==> config.mk <==
export PLATFORM = sky130hd
export DESIGN_NAME = sfrm_sfr_bank
export DESIGN_NICKNAME = d
export VERILOG_FILES = /design/src/sfrm_pkg.sv /design/src/sfrm_sfr_bank.sv
export SDC_FILE = /design/constraint.sdc
export NUM_CORES = 1
export LEC_CHECK = 0
export BUFFER_PORTS_ARGS = -buffer_cell sky130_fd_sc_hd__buf_4
export CORE_MARGIN = 5
export CORE_UTILIZATION = 35
export CTS_CLUSTER_SIZE = 25
export DETAILED_ROUTE_END_ITERATION = 12
export PLACE_DENSITY = 0.59
export SETUP_SLACK_MARGIN = 0.2
export SYNTH_ARGS = -nofsm -noshare
export SYNTH_HDL_FRONTEND = slang
export SYNTH_SLANG_ARGS = --single-unit
export TNS_END_PERCENT = 5
==> constraint.sdc <==
create_clock -name sys_clk -period 2.3 [get_ports sys_clk]
set_clock_uncertainty 0.05 [all_clocks]
set_input_delay 0.115 -clock sys_clk [delete_from_list [all_inputs] [get_ports sys_clk]]
set_output_delay 0.115 -clock sys_clk [all_outputs]
set_load 0.02 [all_outputs]
==> src/sfrm_pkg.sv <==
// Package: addresses, reset values, bit positions and vectors of the special register bank.
package sfrm_pkg;
    localparam logic [7:0] ADDR_PORT0 = 8'h80;
    localparam logic [7:0] ADDR_STACK = 8'h81;
    localparam logic [7:0] ADDR_TPLOW = 8'h82;
    localparam logic [7:0] ADDR_TPHIGH = 8'h83;
    localparam logic [7:0] ADDR_TCTRL = 8'h88;
    localparam logic [7:0] ADDR_TMODE = 8'h89;
    localparam logic [7:0] ADDR_T0LOW = 8'h8a;
    localparam logic [7:0] ADDR_T1LOW = 8'h8b;
    localparam logic [7:0] ADDR_T0HIGH = 8'h8c;
    localparam logic [7:0] ADDR_T1HIGH = 8'h8d;
    localparam logic [7:0] ADDR_PORT1 = 8'h90;
    localparam logic [7:0] ADDR_SCTRL = 8'h98;
    localparam logic [7:0] ADDR_SDATA = 8'h99;
    localparam logic [7:0] ADDR_PORT2 = 8'ha0;
    localparam logic [7:0] ADDR_IEMASK = 8'ha8;
    localparam logic [7:0] ADDR_PORT3 = 8'hb0;
    localparam logic [7:0] ADDR_ILEVEL = 8'hb8;
    localparam logic [7:0] ADDR_PSTAT = 8'hd0;
    localparam logic [7:0] ADDR_RESULT = 8'he0;
    localparam logic [7:0] ADDR_MULAUX = 8'hf0;
    localparam logic [7:0] RST_ZERO = 8'h00;
    localparam logic [7:0] RST_PORT = 8'hff;
    localparam logic [7:0] RST_STACK = 8'h07;
    localparam logic [15:0] RST_PC = 16'h0000;
    localparam int TCTRL_T0RUN = 4;
    localparam int TCTRL_T0OVF = 5;
    localparam int TCTRL_T1RUN = 6;
    localparam int TCTRL_T1OVF = 7;
    localparam int TCTRL_IE0 = 1;
    localparam int TCTRL_IE1 = 3;
    localparam int SCTRL_TXDONE = 1;
    localparam int SCTRL_RXDONE = 0;
    localparam int IEMASK_ALL = 7;
    localparam int PSTAT_BANKLO = 3;
    localparam int PSTAT_BANKHI = 4;
    localparam int NUM_SRC = 5;
    localparam logic [15:0] VEC_EXT0 = 16'h0003;
    localparam logic [15:0] VEC_TIM0 = 16'h000b;
    localparam logic [15:0] VEC_EXT1 = 16'h0013;
    localparam logic [15:0] VEC_TIM1 = 16'h001b;
    localparam logic [15:0] VEC_SER = 16'h0023;
    localparam logic [3:0] TX_BITS = 4'ha;
    localparam logic [3:0] TIMER_MODE_NONE = 4'h0;

    typedef struct packed {
        logic wrEn;
        logic rdEn;
        logic bitOp;
        logic [7:0] addr;
        logic [7:0] wdata;
        logic bitVal;
    } sfrm_bus_t;

    typedef enum logic [1:0] {
        SFRM_IDLE = 2'b00,
        SFRM_WAIT = 2'b01,
        SFRM_CALL = 2'b10
    } sfrm_irq_state_t;
endpackage

==> src/sfrm_sfr_bank.sv <==
// Special register bank: byte and bit access, ports, timers, serial transmit, interrupt entry.
`timescale 1ns/1ps
//
// Contract
// (RULE1) Control flags reachable by bit and byte.
// (RULE2) Timer control bit 4 starts first timer.
// (RULE3) Two timers, 16-bit counters, mode and control.
// (RULE4) Four port latches, byte and bit access.
// (RULE5) Ports 0/2 carry external address, data; the code drives only the address, no data.
// (RULE6) Port 1 is plain bidirectional I/O.
// (RULE7) Port 3 carries interrupts, timer, strobes, serial; the code uses only pins 2/3 as interrupts and pin 1 as serial out.
// (RULE8) Writing serial buffer starts transmission.
// (RULE9) Serial port is UART, bit-addressable control.
// (RULE10) Source interrupts only when enabled.
// (RULE11) Interrupt waits for instruction end.
// (RULE12) Accept blocks equal/lower, calls vector.
// (RULE13) Return-from-interrupt re-enables blocked levels.
// (RULE14) Vectors 00,03,0B,13,1B,23 hex.
// (RULE15) Two levels; high preempts low only.
// (RULE16) Core registers zero, ports ones, stack 07.
// (RULE17) Pointer and timer counters clear to zero.
// (RULE18) Program counter clears to zero.
// (RULE19) Two bank bits select register bank.
// (RULE20) Stack pointer increments before push.
// (RULE21) Same level: lowest vector wins.
module sfrm_sfr_bank (
    input wire logic sys_clk,
    input wire logic reset,
    input wire sfrm_pkg::sfrm_bus_t busReq,
    input wire logic pushStrobe,
    input wire logic instrEnd,
    input wire logic retiStrobe,
    input wire logic extMemEn,
    input wire logic [15:0] extAddr,
    input wire logic [7:0] port0In,
    input wire logic [7:0] port1In,
    input wire logic [7:0] port2In,
    input wire logic [7:0] port3In,
    output logic [7:0] rdata,
    output logic [15:0] progCounter,
    output logic [7:0] stackTop,
    output logic [1:0] activeBank,
    output logic irqCall,
    output logic [15:0] irqVector,
    output logic [7:0] port0Out,
    output logic [7:0] port0Oe,
    output logic [7:0] port1Out,
    output logic [7:0] port2Out,
    output logic [7:0] port3Out,
    output logic serialTx
);
    logic [7:0] p0_reg, p1_reg, p2_reg, p3_reg, sp_reg, dpl_reg, dph_reg;
    logic [7:0] timer_control_reg, timer_mode_select_reg, serial_control_reg, serial_data_buffer_reg, ie_reg, ip_reg, psw_reg, acc_reg, b_reg;
    logic [15:0] t0_reg, t1_reg, pc_reg, vec_reg;
    logic [9:0] txShift_reg;
    logic [3:0] txCount_reg;
    logic [1:0] inSvc_reg;
    logic call_reg;
    logic [7:0] rdata_reg, p0Oe_reg;
    logic [7:0] p0Out_reg, p2Out_reg, p3Out_reg;
    logic [7:0] p3Prev_reg;
    sfrm_pkg::sfrm_irq_state_t st_reg, st_next;

    function automatic logic [7:0] bitMerge(input logic [7:0] cur, input sfrm_pkg::sfrm_bus_t r);
        logic [7:0] v;
        v = cur;
        if (r.bitOp) begin
            v[r.wdata[2:0]] = r.bitVal;
        end else begin
            v = r.wdata;
        end
        return v;
    endfunction

    wire wr = busReq.wrEn;
    wire [7:0] wa = busReq.addr;
    wire t0Run = timer_control_reg[sfrm_pkg::TCTRL_T0RUN];
    wire t1Run = timer_control_reg[sfrm_pkg::TCTRL_T1RUN];
    wire t0Ovf = t0Run && (t0_reg == 16'hffff);
    wire t1Ovf = t1Run && (t1_reg == 16'hffff);
    wire ext0Edge = p3Prev_reg[2] && !port3In[2];
    wire ext1Edge = p3Prev_reg[3] && !port3In[3];
    wire txBusy = (txCount_reg != 4'h0);
    wire txFinish = (txCount_reg == 4'h1);
    wire sbufWrite = wr && (wa == sfrm_pkg::ADDR_SDATA);
    wire [4:0] srcPend = {serial_control_reg[sfrm_pkg::SCTRL_TXDONE] | serial_control_reg[sfrm_pkg::SCTRL_RXDONE],
        timer_control_reg[sfrm_pkg::TCTRL_T1OVF], timer_control_reg[sfrm_pkg::TCTRL_IE1],
        timer_control_reg[sfrm_pkg::TCTRL_T0OVF], timer_control_reg[sfrm_pkg::TCTRL_IE0]};
    wire [4:0] srcEn = srcPend & ie_reg[4:0] & {5{ie_reg[sfrm_pkg::IEMASK_ALL]}}; // RULE10
    wire [4:0] hiReq = srcEn & ip_reg[4:0];
    wire [4:0] loReq = srcEn & ~ip_reg[4:0];
    wire hiOk = |hiReq && !inSvc_reg[1]; // RULE15
    wire loOk = |loReq && (inSvc_reg == 2'b00); // RULE15
    wire [4:0] pick = hiOk ? hiReq : loReq;
    logic [15:0] pickVec;
    logic pickHi;

    always_comb begin
        pickHi = hiOk;
        // Lowest index is lowest vector, so scanning upward gives fixed order.
        if (pick[0]) begin
            pickVec = sfrm_pkg::VEC_EXT0; // RULE21
        end else if (pick[1]) begin
            pickVec = sfrm_pkg::VEC_TIM0;
        end else if (pick[2]) begin
            pickVec = sfrm_pkg::VEC_EXT1;
        end else if (pick[3]) begin
            pickVec = sfrm_pkg::VEC_TIM1;
        end else begin
            pickVec = sfrm_pkg::VEC_SER; // RULE14
        end
    end

    always_comb begin
        st_next = st_reg;
        case (st_reg)
            sfrm_pkg::SFRM_IDLE: begin
                if (hiOk || loOk) begin
                    st_next = sfrm_pkg::SFRM_WAIT;
                end
            end
            sfrm_pkg::SFRM_WAIT: begin
                if (instrEnd) begin
                    st_next = sfrm_pkg::SFRM_CALL; // RULE11
                end
            end
            sfrm_pkg::SFRM_CALL: st_next = sfrm_pkg::SFRM_IDLE;
            default: st_next = sfrm_pkg::SFRM_IDLE;
        endcase
    end

    wire accept = (st_reg == sfrm_pkg::SFRM_WAIT) && instrEnd && (hiOk || loOk);

    always_ff @(posedge sys_clk) begin
        if (reset) begin
            st_reg <= sfrm_pkg::SFRM_IDLE;
            inSvc_reg <= 2'b00;
            call_reg <= 1'b0;
            vec_reg <= sfrm_pkg::RST_PC;
            pc_reg <= sfrm_pkg::RST_PC; // RULE18
        end else begin
            st_reg <= accept ? sfrm_pkg::SFRM_CALL : (st_next == sfrm_pkg::SFRM_CALL ? sfrm_pkg::SFRM_IDLE : st_next);
            call_reg <= accept;
            if (accept) begin
                vec_reg <= pickVec; // RULE12
                pc_reg <= pickVec;
                inSvc_reg <= pickHi ? {1'b1, inSvc_reg[0]} : 2'b01; // RULE12
            end else if (retiStrobe) begin
                // The highest active level ends first, lower nested level stays blocked.
                inSvc_reg <= inSvc_reg[1] ? {1'b0, inSvc_reg[0]} : 2'b00; // RULE13
            end
        end
    end

    always_ff @(posedge sys_clk) begin
        if (reset) begin
            p0_reg <= sfrm_pkg::RST_PORT; // RULE16
            p1_reg <= sfrm_pkg::RST_PORT;
            p2_reg <= sfrm_pkg::RST_PORT;
            p3_reg <= sfrm_pkg::RST_PORT;
            sp_reg <= sfrm_pkg::RST_STACK;
            dpl_reg <= sfrm_pkg::RST_ZERO; // RULE17
            dph_reg <= sfrm_pkg::RST_ZERO;
            timer_mode_select_reg <= sfrm_pkg::RST_ZERO;
            ie_reg <= sfrm_pkg::RST_ZERO;
            ip_reg <= sfrm_pkg::RST_ZERO;
            psw_reg <= sfrm_pkg::RST_ZERO;
            acc_reg <= sfrm_pkg::RST_ZERO;
            b_reg <= sfrm_pkg::RST_ZERO;
        end else begin
            if (wr && wa == sfrm_pkg::ADDR_PORT0) p0_reg <= bitMerge(p0_reg, busReq); // RULE4
            if (wr && wa == sfrm_pkg::ADDR_PORT1) p1_reg <= bitMerge(p1_reg, busReq);
            if (wr && wa == sfrm_pkg::ADDR_PORT2) p2_reg <= bitMerge(p2_reg, busReq);
            if (wr && wa == sfrm_pkg::ADDR_PORT3) p3_reg <= bitMerge(p3_reg, busReq);
            if (wr && wa == sfrm_pkg::ADDR_STACK) begin
                sp_reg <= busReq.wdata;
            end else if (pushStrobe) begin
                sp_reg <= sp_reg + 8'h01; // RULE20
            end
            if (wr && wa == sfrm_pkg::ADDR_TPLOW) dpl_reg <= busReq.wdata;
            if (wr && wa == sfrm_pkg::ADDR_TPHIGH) dph_reg <= busReq.wdata;
            if (wr && wa == sfrm_pkg::ADDR_TMODE) timer_mode_select_reg <= busReq.wdata;
            if (wr && wa == sfrm_pkg::ADDR_IEMASK) ie_reg <= bitMerge(ie_reg, busReq); // RULE1
            if (wr && wa == sfrm_pkg::ADDR_ILEVEL) ip_reg <= bitMerge(ip_reg, busReq);
            if (wr && wa == sfrm_pkg::ADDR_PSTAT) psw_reg <= bitMerge(psw_reg, busReq); // RULE19
            if (wr && wa == sfrm_pkg::ADDR_RESULT) acc_reg <= bitMerge(acc_reg, busReq);
            if (wr && wa == sfrm_pkg::ADDR_MULAUX) b_reg <= bitMerge(b_reg, busReq);
        end
    end

    // Timer control: software writes first, hardware flag sets win over a clear.
    logic [7:0] tconWr;
    assign tconWr = (wr && wa == sfrm_pkg::ADDR_TCTRL) ? bitMerge(timer_control_reg, busReq) : timer_control_reg; // RULE1 RULE2
    always_ff @(posedge sys_clk) begin
        if (reset) begin
            timer_control_reg <= sfrm_pkg::RST_ZERO;
            t0_reg <= 16'h0000;
            t1_reg <= 16'h0000;
            p3Prev_reg <= sfrm_pkg::RST_PORT;
        end else begin
            p3Prev_reg <= port3In;
            timer_control_reg <= tconWr | {t1Ovf, 1'b0, t0Ovf, 1'b0, ext1Edge, 1'b0, ext0Edge, 1'b0}; // RULE7
            if (wr && wa == sfrm_pkg::ADDR_T0LOW) t0_reg[7:0] <= busReq.wdata;
            else if (wr && wa == sfrm_pkg::ADDR_T0HIGH) t0_reg[15:8] <= busReq.wdata;
            else if (t0Run) t0_reg <= t0_reg + 16'h0001; // RULE3
            if (wr && wa == sfrm_pkg::ADDR_T1LOW) t1_reg[7:0] <= busReq.wdata;
            else if (wr && wa == sfrm_pkg::ADDR_T1HIGH) t1_reg[15:8] <= busReq.wdata;
            else if (t1Run) t1_reg <= t1_reg + 16'h0001; // RULE3
        end
    end

    // Simplified UART transmit: one bit per clock, start, eight data, stop.
    always_ff @(posedge sys_clk) begin
        if (reset) begin
            serial_control_reg <= sfrm_pkg::RST_ZERO;
            txShift_reg <= 10'h3ff;
            txCount_reg <= 4'h0;
        end else begin
            if (wr && wa == sfrm_pkg::ADDR_SCTRL) begin
                serial_control_reg <= bitMerge(serial_control_reg, busReq) | {6'h00, txFinish, 1'b0}; // RULE9
            end else if (txFinish) begin
                serial_control_reg[sfrm_pkg::SCTRL_TXDONE] <= 1'b1;
            end
            if (sbufWrite && !txBusy) begin
                txShift_reg <= {1'b1, busReq.wdata, 1'b0}; // RULE8
                txCount_reg <= sfrm_pkg::TX_BITS;
            end else if (txBusy) begin
                txShift_reg <= {1'b1, txShift_reg[9:1]};
                txCount_reg <= txCount_reg - 4'h1;
            end
        end
    end

    // The receive buffer is not modelled, so the buffer holds the last byte written.
    always_ff @(posedge sys_clk) begin
        if (sbufWrite) serial_data_buffer_reg <= busReq.wdata;
    end

    wire [7:0] byteRead =
        (wa == sfrm_pkg::ADDR_PORT0) ? port0In :
        (wa == sfrm_pkg::ADDR_PORT1) ? port1In :
        (wa == sfrm_pkg::ADDR_PORT2) ? port2In :
        (wa == sfrm_pkg::ADDR_PORT3) ? port3In :
        (wa == sfrm_pkg::ADDR_STACK) ? sp_reg :
        (wa == sfrm_pkg::ADDR_TPLOW) ? dpl_reg :
        (wa == sfrm_pkg::ADDR_TPHIGH) ? dph_reg :
        (wa == sfrm_pkg::ADDR_TCTRL) ? timer_control_reg :
        (wa == sfrm_pkg::ADDR_TMODE) ? timer_mode_select_reg :
        (wa == sfrm_pkg::ADDR_T0LOW) ? t0_reg[7:0] :
        (wa == sfrm_pkg::ADDR_T1LOW) ? t1_reg[7:0] :
        (wa == sfrm_pkg::ADDR_T0HIGH) ? t0_reg[15:8] :
        (wa == sfrm_pkg::ADDR_T1HIGH) ? t1_reg[15:8] :
        (wa == sfrm_pkg::ADDR_SCTRL) ? serial_control_reg :
        (wa == sfrm_pkg::ADDR_SDATA) ? serial_data_buffer_reg :
        (wa == sfrm_pkg::ADDR_IEMASK) ? ie_reg :
        (wa == sfrm_pkg::ADDR_ILEVEL) ? ip_reg :
        (wa == sfrm_pkg::ADDR_PSTAT) ? psw_reg :
        (wa == sfrm_pkg::ADDR_RESULT) ? acc_reg :
        (wa == sfrm_pkg::ADDR_MULAUX) ? b_reg : 8'h00;
    wire [7:0] readVal = busReq.bitOp ? {7'h00, byteRead[busReq.wdata[2:0]]} : byteRead; // RULE1

    always_ff @(posedge sys_clk) begin
        if (reset) begin
            rdata_reg <= 8'h00;
            p0Oe_reg <= 8'h00;
        end else begin
            if (busReq.rdEn) rdata_reg <= readVal;
            p0Oe_reg <= extMemEn ? 8'hff : ~p0_reg; // RULE5
        end
    end

    // Pin drivers are registered so that no pin glitches while the address mux settles.
    // The cost is one cycle of latency between the external address and the pins.
    always_ff @(posedge sys_clk) begin
        if (reset) begin
            p0Out_reg <= sfrm_pkg::RST_PORT;
            p2Out_reg <= sfrm_pkg::RST_PORT;
            p3Out_reg <= sfrm_pkg::RST_PORT;
        end else begin
            p0Out_reg <= extMemEn ? extAddr[7:0] : p0_reg; // RULE5
            p2Out_reg <= extMemEn ? extAddr[15:8] : p2_reg; // RULE5
            p3Out_reg <= {p3_reg[7:2], p3_reg[1] & txShift_reg[0], p3_reg[0]}; // RULE7
        end
    end

    assign rdata = rdata_reg;
    assign progCounter = pc_reg;
    assign stackTop = sp_reg;
    assign activeBank = {psw_reg[sfrm_pkg::PSTAT_BANKHI], psw_reg[sfrm_pkg::PSTAT_BANKLO]}; // RULE19
    assign irqCall = call_reg;
    assign irqVector = vec_reg;
    assign port0Out = p0Out_reg; // RULE5
    assign port0Oe = p0Oe_reg;
    assign port1Out = p1_reg; // RULE6
    assign port2Out = p2Out_reg; // RULE5
    assign port3Out = p3Out_reg; // RULE7
    assign serialTx = txShift_reg[0];

    rst_state_a: assert property (@(posedge sys_clk) $fell(reset) |-> sp_reg == 8'h07 && p1_reg == 8'hff) // RULE16
        else $error("Reset values wrong");
    pc_zero_a: assert property (@(posedge sys_clk) $fell(reset) |-> pc_reg == 16'h0000 && t0_reg == 16'h0000) // RULE17
        else $error("Counters not cleared");
    push_inc_a: assert property (@(posedge sys_clk) disable iff (reset)
        pushStrobe && !(wr && wa == sfrm_pkg::ADDR_STACK) |=> sp_reg == $past(sp_reg) + 8'h01) // RULE20
        else $error("Stack not incremented");
    run_count_a: assert property (@(posedge sys_clk) disable iff (reset)
        t0Run && !(wr && (wa == sfrm_pkg::ADDR_T0LOW || wa == sfrm_pkg::ADDR_T0HIGH)) |=> t0_reg == $past(t0_reg) + 16'h0001) // RULE2
        else $error("Timer not counting");
    masked_irq_a: assert property (@(posedge sys_clk) disable iff (reset)
        accept |-> ie_reg[sfrm_pkg::IEMASK_ALL]) // RULE10
        else $error("Masked interrupt taken");
    wait_end_a: assert property (@(posedge sys_clk) disable iff (reset) irqCall |-> $past(instrEnd)) // RULE11
        else $error("Interrupt before instruction end");
    no_lo_pre_a: assert property (@(posedge sys_clk) disable iff (reset)
        accept && inSvc_reg != 2'b00 |-> pickHi && !inSvc_reg[1]) // RULE15
        else $error("Illegal preemption");
    vec_ok_a: assert property (@(posedge sys_clk) disable iff (reset)
        irqCall |-> irqVector inside {16'h0003, 16'h000b, 16'h0013, 16'h001b, 16'h0023}) // RULE14
        else $error("Bad vector");
    tx_start_a: assert property (@(posedge sys_clk) disable iff (reset)
        sbufWrite && !txBusy |=> serialTx == 1'b0 ##1 serialTx == $past(busReq.wdata[0], 2)) // RULE8
        else $error("Transmit not started");
    bank_sel_a: assert property (@(posedge sys_clk) activeBank == psw_reg[4:3]) // RULE19
        else $error("Bank select mismatch");
    ovf_flag_a: assert property (@(posedge sys_clk) disable iff (reset)
        t0Ovf |=> timer_control_reg[sfrm_pkg::TCTRL_T0OVF]) // RULE3
        else $error("Overflow flag lost");
    ext_addr_a: assert property (@(posedge sys_clk) disable iff (reset)
        extMemEn |=> port2Out == $past(extAddr[15:8]) && port0Out == $past(extAddr[7:0])) // RULE5
        else $error("External address not on ports");
    return_from_interrupt_clear_a: assert property (@(posedge sys_clk) disable iff (reset)
        retiStrobe && !accept && !inSvc_reg[1] |=> inSvc_reg == 2'b00) // RULE13
        else $error("Return did not unblock");

    irq_cov_c: cover property (@(posedge sys_clk) irqCall);
    nest_cov_c: cover property (@(posedge sys_clk) inSvc_reg == 2'b11);
    tx_cov_c: cover property (@(posedge sys_clk) txFinish);
endmodule

* Word level (Yosys, flattened, before mapping)
Cells that the tools add are included.
Word-level totals: flip-flop bits (word level) 238, output and inout bits 92, logic and storage cells 221
Operators by class: add/subtract/negate cells 4, order comparisons 2, equal/unequal tests 29, muxes and demuxes 83, bitwise operators 12, reduce and logical (&&, ||, !) cells 55
Operators with widths (count):
- two-way mux 8 bit | 46
- == test 8 bit, second input constant | 20
- bitwise mux 8 bit | 11
- adder 16 x 1 -> 16 bit, second input constant | 2
- == test 16 bit, second input constant | 2
- two-way mux 16 bit | 2
- logical AND 1 bit | 30
- two-way mux 6 bit | 4
- AND 5 bit | 4
- two-way mux 9 bit | 2
- nonzero test 2 bit | 8
- two-way mux 2 bit | 7
- two-way mux 4 bit | 3
- OR reduction 5 bit | 2
- adder 8 x 1 -> 8 bit, second input constant | 1
- inverter 8 bit | 1
- bitwise OR 8 x 2 -> 8 bit | 1
- bitwise OR 8 bit | 1
- AND reduction 2 bit | 4
- inequality test 2 bit, second input constant | 3
- two-way mux 1 bit | 5
- inverter 5 bit | 1
- == test 4 x 1 -> 1 bit, second input constant | 1
- logical NOT 1 bit | 4
- other kinds (18) | 20

* Logic depth before layout (Yosys ltp)
Gate-level depths: netlist (run 1).
word-level depth 24, depth in mapped cells 11

* Least setup slack after synthesis (run 1)
OpenSTA, ideal clock, no wires.
path kind input to register, start point input port busReq[11] (netlist bit), end point register rdata_reg[0], in the netlist rdata[0], library setup time 136 ps, data arrival time 2187 ps, data required time 2114 ps, path slack -73 ps, cell stages on the path 9, path buffers 1, cells stage by stage buf_2 or4bb_1 nor4_1 o31ai_1 a2111oi_2 a211oi_1 a311o_1 o311ai_1 o311ai_1
Between the ends: cells in the longest elaborated chain, start to end 24
RTL lines:
- start: declaration | line sfrm_sfr_bank.sv:29 | input wire sfrm_pkg::sfrm_bus_t busReq,
- == test 8 bit | line sfrm_sfr_bank.sv:259 | (wa == sfrm_pkg::ADDR_MULAUX) ? b_reg : 8'h00;
- two-way mux 8 bit | line sfrm_sfr_bank.sv:259
- two-way mux 8 bit | line sfrm_sfr_bank.sv:258 | (wa == sfrm_pkg::ADDR_RESULT) ? acc_reg :
- two-way mux 8 bit | line sfrm_sfr_bank.sv:257 | (wa == sfrm_pkg::ADDR_PSTAT) ? psw_reg :
- two-way mux 8 bit | line sfrm_sfr_bank.sv:256 | (wa == sfrm_pkg::ADDR_ILEVEL) ? ip_reg :
- two-way mux 8 bit | line sfrm_sfr_bank.sv:255 | (wa == sfrm_pkg::ADDR_IEMASK) ? ie_reg :
- two-way mux 8 bit | line sfrm_sfr_bank.sv:254 | (wa == sfrm_pkg::ADDR_SDATA) ? serial_data_buffer_reg :
- two-way mux 8 bit | line sfrm_sfr_bank.sv:253 | (wa == sfrm_pkg::ADDR_SCTRL) ? serial_control_reg :
- [8 not listed]
- two-way mux 8 bit | line sfrm_sfr_bank.sv:244 | (wa == sfrm_pkg::ADDR_STACK) ? sp_reg :
- two-way mux 8 bit | line sfrm_sfr_bank.sv:243 | (wa == sfrm_pkg::ADDR_PORT3) ? port3In :
- two-way mux 8 bit | line sfrm_sfr_bank.sv:242 | (wa == sfrm_pkg::ADDR_PORT2) ? port2In :
- two-way mux 8 bit | line sfrm_sfr_bank.sv:241 | (wa == sfrm_pkg::ADDR_PORT1) ? port1In :
- two-way mux 8 bit * | line sfrm_sfr_bank.sv:240 | (wa == sfrm_pkg::ADDR_PORT0) ? port0In :
- binary-select mux 1 bit (select 3 bit) | line sfrm_sfr_bank.sv:260 | wire [7:0] readVal = busReq.bitOp ? {7'h00, byteRead[busReq.wdata[2:0]]} : byteRead;
- two-way mux 1 bit (implied by the code) | line sfrm_sfr_bank.sv:260
- two-way mux 8 bit * | line sfrm_sfr_bank.sv:260
- end signal: assignment | line sfrm_sfr_bank.sv:267 | if (busReq.rdEn) rdata_reg <= readVal;
- end: declaration | line sfrm_sfr_bank.sv:59 | logic [7:0] rdata_reg, p0Oe_reg;
Mark *: on every way between the ends. The rest lies on a longest branch, timed or not. The select of a mux whose other input is x is not followed. A chain may end at the register's enable or synchronous reset.

* Worst setup path in the final report (run 1)
start point register t0_reg[12], end point register rdata_reg[0], in the netlist rdata[0]
Between the ends: cells in the longest elaborated chain, start to end 15
RTL lines:
- start: declaration | line sfrm_sfr_bank.sv:54 | logic [15:0] t0_reg, t1_reg, pc_reg, vec_reg;
- start signal: assignment | line sfrm_sfr_bank.sv:204 | else if (wr && wa == sfrm_pkg::ADDR_T0HIGH) t0_reg[15:8] <= busReq.wdata;
- start signal: assignment | line sfrm_sfr_bank.sv:205 | else if (t0Run) t0_reg <= t0_reg + 16'h0001;
- two-way mux 8 bit | line sfrm_sfr_bank.sv:251 | (wa == sfrm_pkg::ADDR_T0HIGH) ? t0_reg[15:8] :
- two-way mux 8 bit | line sfrm_sfr_bank.sv:250 | (wa == sfrm_pkg::ADDR_T1LOW) ? t1_reg[7:0] :
- two-way mux 8 bit | line sfrm_sfr_bank.sv:249 | (wa == sfrm_pkg::ADDR_T0LOW) ? t0_reg[7:0] :
- two-way mux 8 bit | line sfrm_sfr_bank.sv:248 | (wa == sfrm_pkg::ADDR_TMODE) ? timer_mode_select_reg :
- two-way mux 8 bit | line sfrm_sfr_bank.sv:247 | (wa == sfrm_pkg::ADDR_TCTRL) ? timer_control_reg :
- two-way mux 8 bit | line sfrm_sfr_bank.sv:246 | (wa == sfrm_pkg::ADDR_TPHIGH) ? dph_reg :
- two-way mux 8 bit | line sfrm_sfr_bank.sv:245 | (wa == sfrm_pkg::ADDR_TPLOW) ? dpl_reg :
- two-way mux 8 bit | line sfrm_sfr_bank.sv:244
- two-way mux 8 bit | line sfrm_sfr_bank.sv:243
- two-way mux 8 bit | line sfrm_sfr_bank.sv:242
- two-way mux 8 bit | line sfrm_sfr_bank.sv:241
- two-way mux 8 bit | line sfrm_sfr_bank.sv:240
- binary-select mux 1 bit (select 3 bit) | line sfrm_sfr_bank.sv:260
- two-way mux 1 bit (implied by the code) | line sfrm_sfr_bank.sv:260
- two-way mux 8 bit | line sfrm_sfr_bank.sv:260
No other way between the ends. The select of a mux whose other input is x is not followed.

==> impl_metrics.py, run 1 <==
metrics = {
    "outcome": {
        "outcome": "finished, final reports clean",
    },
    "worst_hold_path": {
        "hold_start": "port0In[0]",
        "hp-class": "in2reg",
        "holdPathStages": 5,
    },
    "final_layout": {
        "diodes": 0,
        "area_delta_synth_final_pct": 36.4,
        "final_common_cell": "buf_4",
        "final_cells": 2182,
        "nets": 1801,
        "final_cell_mix": "buf_4, dfxtp_1, nand2_1",
        "drive_gt1_frac": 0.263,
    },
    "placed_design": {
        "gp_congestion": 1.00,
        "hpwl_um": 36300,
        "numPortBuffers": 143,
        "dp.cells": 2086,
    },
    "worst_setup_path": {
        "slowest_stage": "a2111oi_2",
        "path_class": "reg2reg",
        "rrSetupSlack_ns": 0.04,
        "endpoint_kind": "flop",
        "worstSetupStartpointType": "flop",
        "r2r_end": "rdata[0]",
        "crit_path_end": "rdata[0]",
        "crit_arrival_ns": 2.63,
        "slowest_delay_ns": 0.36,
        "cp-startpoint": "t0_reg[12]",
        "ff2ff_path_depth": 8,
        "critPathRequiredTime_ns": 2.67,
        "timing.rr.start": "t0_reg[12]",
        "critPathMaxFanout": 2,
        "cp_cell_sequence": "nor2b_1, a21oi_1, o22ai_1, a2111oi_2, a211oi_1, a311o_1, o311ai_2, o311ai_1",
    },
    "power_and_ir_drop": {
        "total_power_uw": 10200,
        "power.static_leakage_uw": 0.00610,
        "power_density_nw_per_um2": 642,
        "ir_worst_vdd_mv": 0.543,
    },
    "synth": {
        "ys.flop_type": "dfxtp_1",
        "netlist_area_um2": 11600,
        "synth.area.top_cells": "dfxtp_1, a21oi_1, nand2_1",
        "async_flop_share": 0,
        "synth_edf_count": 8,
        "synthDominantCellAreaShare": 0.373,
        "ys_seq_elements": 224,
        "syn_area_per_cell_um2": 8.14,
        "ys_types": 76,
        "ys_seq_area_frac": 0.394,
        "yosys.area.top_type": "dfxtp_1",
        "yosysWarnings": 0,
        "syn_inst": 1424,
    },
    "timing": {
        "setup_viol": 0,
        "final.min_clock_period_ns": 2.26,
        "slew-limit-headroom": 0.493,
        "hold_viol": 0,
        "tns_ns": 0,
        "final-max-slew-violation-count": 0,
        "max_freq_ghz": 0.443,
        "rsz0062_at_grt": "yes",
        "period_share": 0.982,
        "worstMarginPinSlew_ns": 0.755,
    },
    "grt": {
        "grt_overflow": 0,
        "first_global_vias": 11600,
        "grt_start_max_net_pins": 75,
        "antenna_found_initial": 1,
        "grt.total_usage": 0.254,
        "grt_pass1_wl_um": 71600,
    },
    "die": {
        "dieArea_um2": 36900,
        "die_height_um": 192,
        "die_w_um": 192,
        "ioPinCount": 166,
        "start_util": 0.356,
        "num_rows": 66,
        "fp.coreArea_um2": 32600,
    },
    "run": {
        "maxCapViolCount": 0,
    },
    "drt": {
        "wl_per_cell_um": 22.4,
        "vias": 12300,
        "routed_wl_um": 48900,
        "drc": 0,
        "vias_per_cell": 5.65,
        "drtIter0Drc": 1167,
        "postRouteAntennaNets": 0,
        "drtPass1Iterations": 6,
    },
    "cts": {
        "cts_buffers": 26,
        "cts_tree": "done",
        "clkTransAtPathRegs_ns": 0.07,
        "postCtsSetupRepairBufs": 0,
        "worst_skew_pair.late_latency_ns": 0.55,
        "clock_path_buffers": 3,
        "root_buffer": "clkbuf_16",
        "htreeDepth": 1,
        "cts_sinks": 224,
    },
}
-- layout make-up --
class	count	area [um^2]
inverters	12	45.0
flip-flops and latches	224	4570
clock buffers	37	762
repair buffers	400	3240
clock inverters	10	169
fillers	3139	16800
well taps	442	553
multi-input cells	1057	6480
-- power breakdown --
part	internal [uW]	total (uW)	switching (uW)
Sequential	4040	4150	112
Combinational	618	1530	914
Clock	2750	4480	1730
Total	7410	10200	2760
-- worst max-delay path, delay by kind of cell, from the launching register on --
kind,cells,cell delay (ns)
simple gates,1,0.21
compound gates,7,1.56
flops,1,0.32
-- worst min-delay path by stage --
stage                     slack (ns)                   endpoint
final                           0.03                   rdata[0]
after global routing            0.02                   rdata[0]
after CTS                      0.008                   rdata[0]
after detailed placement        0.27                port0Out[4]
after global placement          0.26                port0Out[7]
after floorplan                 0.16  serial_data_buffer_reg[0]
-- stage by stage --
step                worst slack (ns)  cell area, um^2  utilization  hold WS, ns
finish                        0.0410            15800        0.485       0.0338
global placement              -0.505            14300        0.439        0.261
global route                 -0.0405            15800        0.485       0.0244
detailed placement            -0.454            14300        0.439        0.268
floorplan                      0.113            11700            -        0.164
CTS                           0.0691            15800        0.484      0.00752
-- metal layers --
metal	wire, um	vias up	GRT usage
li1	-	5769	-
met1	21800	5949	0.357
met2	22300	522	0.408
met3	3400	78	0.0362
met4	1400	2	0.0719
met5	9	-	0
-- cell families (layout without fill, tap and decap cells) --
family / Yosys count / count (layout) / share of synthesized area
fa+ha+maj: 6 / 6 / 0.00647
simple gates: 509 / 509 / 0.208
compound gates: 446 / 446 / 0.265
xor+xnor: 24 / 24 / 0.0181
flops: 224 / 224 / 0.394
mux: 50 / 50 / 0.0446
buf+inv: 164 / 459 / 0.0643
other cells: 1 / 22 / 0.000323
-- synthesized netlist by cell type (6+ instances only) --
library cell and number:
a211o_1 29, a211oi_1 45, a21oi_1 126, a221o_1 15, a22oi_1 24, a311oi_1 38
a31oi_1 12, and2_1 12, and3_1 23, buf_2 11, buf_4 31, clkbuf_1 106
dfxtp_1 216, edfxtp_1 8, ha_1 6, inv_1 11, mux2_2 13, mux2i_1 37
nand2_1 157, nand2b_1 18, nand3_1 36, nand4_1 25, nor2_1 150, nor2b_1 21
nor3_1 17, o211ai_1 6, o21ai_0 54, o22ai_1 21, o31ai_1 9, o32ai_1 6
or2_2 17, xnor2_1 7, xor2_1 17
-- repair_timing --
action,4_1_cts,5_1_grt
hold buffers,49,0
endpoints found under the setup margin,5,15
endpoints found under the hold margin,94,0
pin swaps,2,1
gates resized for setup,7,21
No activity file was read; power rests on OpenSTA's default activity.
==> run 2, diff against run 1 <==
--- a/config.mk
+++ b/config.mk
@@ -6,11 +6,13 @@
 export NUM_CORES = 1
 export LEC_CHECK = 0
 export BUFFER_PORTS_ARGS = -buffer_cell sky130_fd_sc_hd__buf_4
+export CELL_PAD_IN_SITES_DETAIL_PLACEMENT = 0
+export CELL_PAD_IN_SITES_GLOBAL_PLACEMENT = 1
 export CORE_MARGIN = 5
 export CORE_UTILIZATION = 35
 export CTS_CLUSTER_SIZE = 25
 export DETAILED_ROUTE_END_ITERATION = 12
-export PLACE_DENSITY = 0.59
+export PLACE_DENSITY = 0.74
 export SETUP_SLACK_MARGIN = 0.2
 export SYNTH_ARGS = -nofsm -noshare
 export SYNTH_HDL_FRONTEND = slang
==> impl_metrics.py, run 2 (same netlist as run 1, synthesis figures left out) <==
metrics = {
    "outcome": {
        "outcome": "finished, final reports clean",
    },
    "final_layout": {
        "fin_area_um2": 15900,
        "fill_cells": 3179,
        "diodes": 0,
        "nets": 1804,
        "final_cell_mix": "buf_4, dfxtp_1, nand2_1",
        "drive_gt1_frac": 0.265,
        "final_common_cell": "buf_4",
        "area_delta_synth_final_pct": 36.7,
        "final_cells": 2181,
    },
    "cts": {
        "cts_sinks": 224,
        "cts_buffers": 25,
        "root_buffer": "clkbuf_16",
        "clock_path_buffers": 3,
        "htreeDepth": 1,
        "cts_tree": "done",
        "clkTransAtPathRegs_ns": 0.07,
        "worst_skew_pair.late_latency_ns": 0.56,
    },
    "die": {
        "dieArea_um2": 36900,
        "num_rows": 66,
        "ioPinCount": 166,
        "die_w_um": 192,
        "start_util": 0.356,
        "die_height_um": 192,
        "fp.coreArea_um2": 32600,
    },
    "worst_setup_path": {
        "slowest_delay_ns": 0.42,
        "cp_common_cell": "o311ai_1",
        "crit_family": "compound AO/OA/AOI/OAI gates",
        "critPathRequiredTime_ns": 2.67,
        "path_class": "reg2reg",
        "slowest_stage": "a2111oi_4",
        "ff2ff_path_depth": 8,
        "crit_arrival_ns": 2.66,
        "cp-startpoint": "psw_reg[4]",
        "cp_cell_sequence": "mux2_2, a22oi_2, o211ai_1, a2111oi_4, a211oi_2, a311o_1, o311ai_1, o311ai_1",
        "crit_cells": 8,
        "timing.rr.start": "psw_reg[4]",
        "critPathMaxFanout": 2,
        "worstSetupStartpointType": "flop",
        "path_buf_inv": 0,
        "endpoint_kind": "flop",
    },
    "placed_design": {
        "dp.cells": 2088,
        "hpwl_um": 35700,
        "gp_congestion": 0.981,
        "place_area_um2": 14400,
        "numPortBuffers": 143,
        "place_ws_ns": -0.296,
    },
    "drt": {
        "drc": 0,
        "vias": 12200,
        "met2_length_um": 21800,
        "postRouteAntennaNets": 0,
        "routed.top_layer": "met4",
        "vias_per_cell": 5.61,
        "routed_wl_um": 48300,
        "wl_met3_um": 3440,
        "wl_met1_um": 21700,
        "drtIter0Drc": 1025,
        "wl_per_cell_um": 22.1,
        "drtPass1Iterations": 5,
    },
    "power_and_ir_drop": {
        "total_power_uw": 9800,
        "power.static_leakage_uw": 0.00610,
        "ir_worst_vdd_mv": 0.613,
        "power_density_nw_per_um2": 618,
    },
    "worst_hold_path": {
        "hold_start": "port0In[2]",
        "hp-class": "in2reg",
        "holdPathStages": 4,
    },
    "timing": {
        "fin_ws_ns": 0.0109,
        "slew-limit-headroom": 0.432,
        "hold_viol": 0,
        "tns_ns": 0,
        "rsz0062_at_grt": "yes",
        "worstMarginPinSlew_ns": 0.846,
        "max_freq_ghz": 0.437,
        "setup_viol": 0,
        "period_share": 0.995,
        "final.min_clock_period_ns": 2.29,
        "final-max-slew-violation-count": 0,
    },
    "grt": {
        "grt_pass1_wl_um": 71900,
        "grt.total_usage": 0.253,
        "grt_start_max_net_pins": 71,
        "grt_overflow": 0,
        "antenna_found_initial": 0,
        "first_global_vias": 11800,
    },
    "run": {
        "maxCapViolCount": 0,
    },
}
-- run 2: cell count changes in the layout (fill, tap and decap cells not counted), moves of 2 or more --
cell,change
o21ai_0,+2
buf_12,+4
a2111oi_2,-2
nor2_2,-2
dfxtp_1,+2
o21ai_1,-2
nand3_1,-2
clkbuf_8,-2
clkbuf_1,-2
dfxtp_2,-2
bufinv_16,-2
-- run 2: worst paths after layout --
path	slack [ns]	end
hold reg to reg	0.39	st_reg[0]
setup reg to reg	0.01	rdata[0]
hold / removal	0.05	rdata[2]
setup / recovery	0.01	rdata[0]
-- run 2: cell type report --
type	count	area (um^2)	share of cell area
multi-input combinational	1057	6530	0.412
clock inverter	10	124	0.00781
tap	442	553	0.0349
inverter	12	45.0	0.00284
clock buffer	32	702	0.0443
sequential	224	4570	0.288
timing repair buffer	404	3320	0.210
-- run 2: tightest hold or removal path, stage by stage --
cell,delay [ns]
buf_4,0.11
and3_1,0.15
o31ai_1,0.10
a21oi_1,0.13
-- run 2: per-layer routing --
layer	up-vias	track usage
li1	5777	-
met1	5912	0.360
met2	477	0.403
met3	78	0.0373
met4	0	0.0650
met5	-	0
-- run 2: per-stage QoR --
stage | utilization | hold WS [ns]
global placement | 0.441 | 0.264
floorplan | - | 0.164
CTS | 0.482 | 0.0121
finish | 0.486 | 0.0458
global route | 0.486 | 0.0288
detailed placement | 0.441 | 0.266
-- run 2: report_power, final --
group / leakage (uW) / total, uW / switching [uW] / internal [uW]
clock: 0.000413 / 4120 / 1740 / 2380
sequential: 0.00183 / 4140 / 101 / 4040
combinational: 0.00387 / 1540 / 917 / 628
-- run 2: what timing repair did --
action                     CTS  global route
resized for setup            4            27
hold buffers                50             0
setup endpoints to repair    8            17
pin swaps                    1             2
setup buffers                0             1
hold endpoints to repair    87             0
==> run 3, diff against run 2 <==
--- a/config.mk
+++ b/config.mk
@@ -8,7 +8,8 @@
 export BUFFER_PORTS_ARGS = -buffer_cell sky130_fd_sc_hd__buf_4
 export CELL_PAD_IN_SITES_DETAIL_PLACEMENT = 0
 export CELL_PAD_IN_SITES_GLOBAL_PLACEMENT = 1
-export CORE_MARGIN = 5
+export CORE_ASPECT_RATIO = 1.1
+export CORE_MARGIN = 1
 export CORE_UTILIZATION = 35
 export CTS_CLUSTER_SIZE = 25
 export DETAILED_ROUTE_END_ITERATION = 12
==> impl_metrics.py, run 3 (same netlist as run 1, synthesis figures left out) <==
metrics = {
    "power_and_ir_drop": {
        "seq_power_share": 0.425,
        "p_int_uw": 6960,
        "switching_share": 0.288,
        "p_clk_frac": 0.415,
        "power.static_leakage_uw": 0.00609,
        "p_sw_uw": 2810,
        "ir_worst_vdd_mv": 0.600,
        "power_density_nw_per_um2": 619,
        "p_comb_frac": 0.160,
    },
    "worst_setup_path": {
        "slowest_delay_ns": 0.34,
        "crit_arrival_ns": 2.65,
        "cp_cell_sequence": "mux2_2, nand4_1, a31oi_2, nor3_2, o311ai_2, buf_4, a311o_1, o311ai_1, o311ai_1",
        "crit_family": "compound AO/OA/AOI/OAI gates",
        "path_buf_inv": 1,
        "critPathRequiredTime_ns": 2.68,
        "critPathMaxFanout": 2,
        "rrSetupSlack_ns": 0.03,
        "r2r_end": "rdata[0]",
        "path_class": "reg2reg",
        "ff2ff_path_depth": 9,
        "timing.rr.start": "b_reg[1]",
        "slowest_stage": "a311o_1",
        "endpoint_kind": "flop",
        "cp_common_cell": "o311ai_1",
        "worstSetupStartpointType": "flop",
    },
    "cts": {
        "cts_buffers": 25,
        "clkTransAtPathRegs_ns": 0.06,
        "worst_skew_pair.late_latency_ns": 0.56,
        "cts_tree": "done",
        "cts_sinks": 224,
        "root_buffer": "clkbuf_16",
        "htreeDepth": 1,
        "clock_path_buffers": 3,
    },
    "drt": {
        "routed_wl_um": 48900,
        "postRouteAntennaNets": 0,
        "vias": 12200,
        "wl_per_cell_um": 22.5,
        "vias_per_cell": 5.64,
        "drtPass1Iterations": 5,
        "drc": 0,
        "drtIter0Drc": 1067,
    },
    "die": {
        "fp.coreArea_um2": 32500,
        "die_w_um": 176,
        "ioPinCount": 166,
        "num_rows": 69,
        "dieArea_um2": 33900,
        "die_height_um": 193,
        "start_util": 0.357,
    },
    "final_layout": {
        "diodes": 0,
        "nets": 1805,
        "fin_area_um2": 15800,
        "area_delta_synth_final_pct": 36.0,
        "final_cell_mix": "buf_4, dfxtp_1, nand2_1",
        "drive_gt1_frac": 0.266,
        "final_common_cell": "buf_4",
    },
    "placed_design": {
        "place_area_um2": 14300,
        "numPortBuffers": 143,
        "gp_congestion": 0.985,
        "hpwl_um": 36100,
    },
    "worst_hold_path": {
        "hp-class": "in2reg",
        "hold_end": "rdata[5]",
        "holdPathStages": 6,
        "hold_start": "port0In[5]",
    },
    "timing": {
        "setup_viol": 0,
        "period_share": 0.988,
        "final.min_clock_period_ns": 2.27,
        "slew-limit-headroom": 0.561,
        "worstMarginPinSlew_ns": 0.651,
        "hold_viol": 0,
        "hold_ws_ns": 0.0371,
        "final-max-slew-violation-count": 0,
        "max_freq_ghz": 0.440,
        "rsz0062_at_grt": "yes",
    },
    "run": {
        "maxCapViolCount": 0,
    },
    "grt": {
        "grt_start_max_net_pins": 74,
        "first_global_vias": 11500,
        "grt_pass1_wl_um": 72300,
        "antenna_found_initial": 0,
        "grt.total_usage": 0.285,
        "grt_overflow": 0,
    },
    "outcome": {
        "outcome": "finished, final reports clean",
    },
}
[run 3: repair_timing]
item                                    in CTS  in global routing
buffers inserted                             1                  0
endpoints found under the hold margin       95                  0
endpoints found under the setup margin      10                 19
pin swaps                                    4                  5
hold buffers                                50                  0
gates resized for setup                      5                 31
[run 3: worst max path at each step]
stage / from / endpoint / slack [ns] / cells after the start
2_1_floorplan: busReq[11] / rdata[0] / 0.11 / 9
5_1_grt: b_reg[1] / rdata[0] / -0.1 / 9
3_3_place_gp: busReq[12] / rdata[0] / -0.62 / 11
4_1_cts: b_reg[1] / rdata[0] / 0.02 / 9
3_5_place_dp: busReq[12] / rdata[0] / -0.58 / 11
6_report: b_reg[1] / rdata[0] / 0.03 / 9
[run 3: final cells by class]
class	instances	area, um^2
Tap cell	426	533
Clock buffer	31	658
Clock inverter	14	149
Multi-Input combinational cell	1057	6510
Sequential cell	224	4570
Inverter	12	45.0
Fill cell	3201	16700
Timing Repair Buffer	405	3310
[run 3: power groups by stage]
stage | combinational (uW) | sequential, uW | clock [uW]
after CTS | 1550 | 4150 | 4120
final | 1560 | 4150 | 4050
after global routing | 1690 | 4160 | 4270
after detailed placement | 1470 | 4230 | 0
after floorplan | 802 | 4250 | 0
after global placement | 1460 | 4230 | 0
[run 3: per-stage QoR]
| stage | TNS [ns] | power (uW) | std cells | setup slack [ns] | utilization |
|---|---|---|---|---|---|
| after CTS | 0 | 9810 | 2169 | 0.0192 | 0.483 |
| after global routing | -0.0953 | 10100 | 2169 | -0.0953 | 0.486 |
| after floorplan | 0 | 5050 | 1445 | 0.113 | - |
| final | 0 | 9760 | 2169 | 0.0276 | 0.486 |
| after detailed placement | -1.92 | 5700 | 2073 | -0.579 | 0.442 |
| after global placement | -2.19 | 5690 | 2073 | -0.618 | 0.442 |
[run 3: tightest hold or removal path: stages]
cell	delay, ns
buf_4	0.10
nand2_1	0.04
o21ai_0	0.10
buf_4	0.12
a22oi_1	0.05
nor2_1	0.08
[run 3: per-layer routing]
layer  part of all wire  up-vias  global-route usage
li1                   -     5798                   -
met1               0.43     5879               0.367
met2               0.48      457               0.474
met3              0.052       96              0.0296
met4              0.041        0               0.141
met5                  0        -                   0
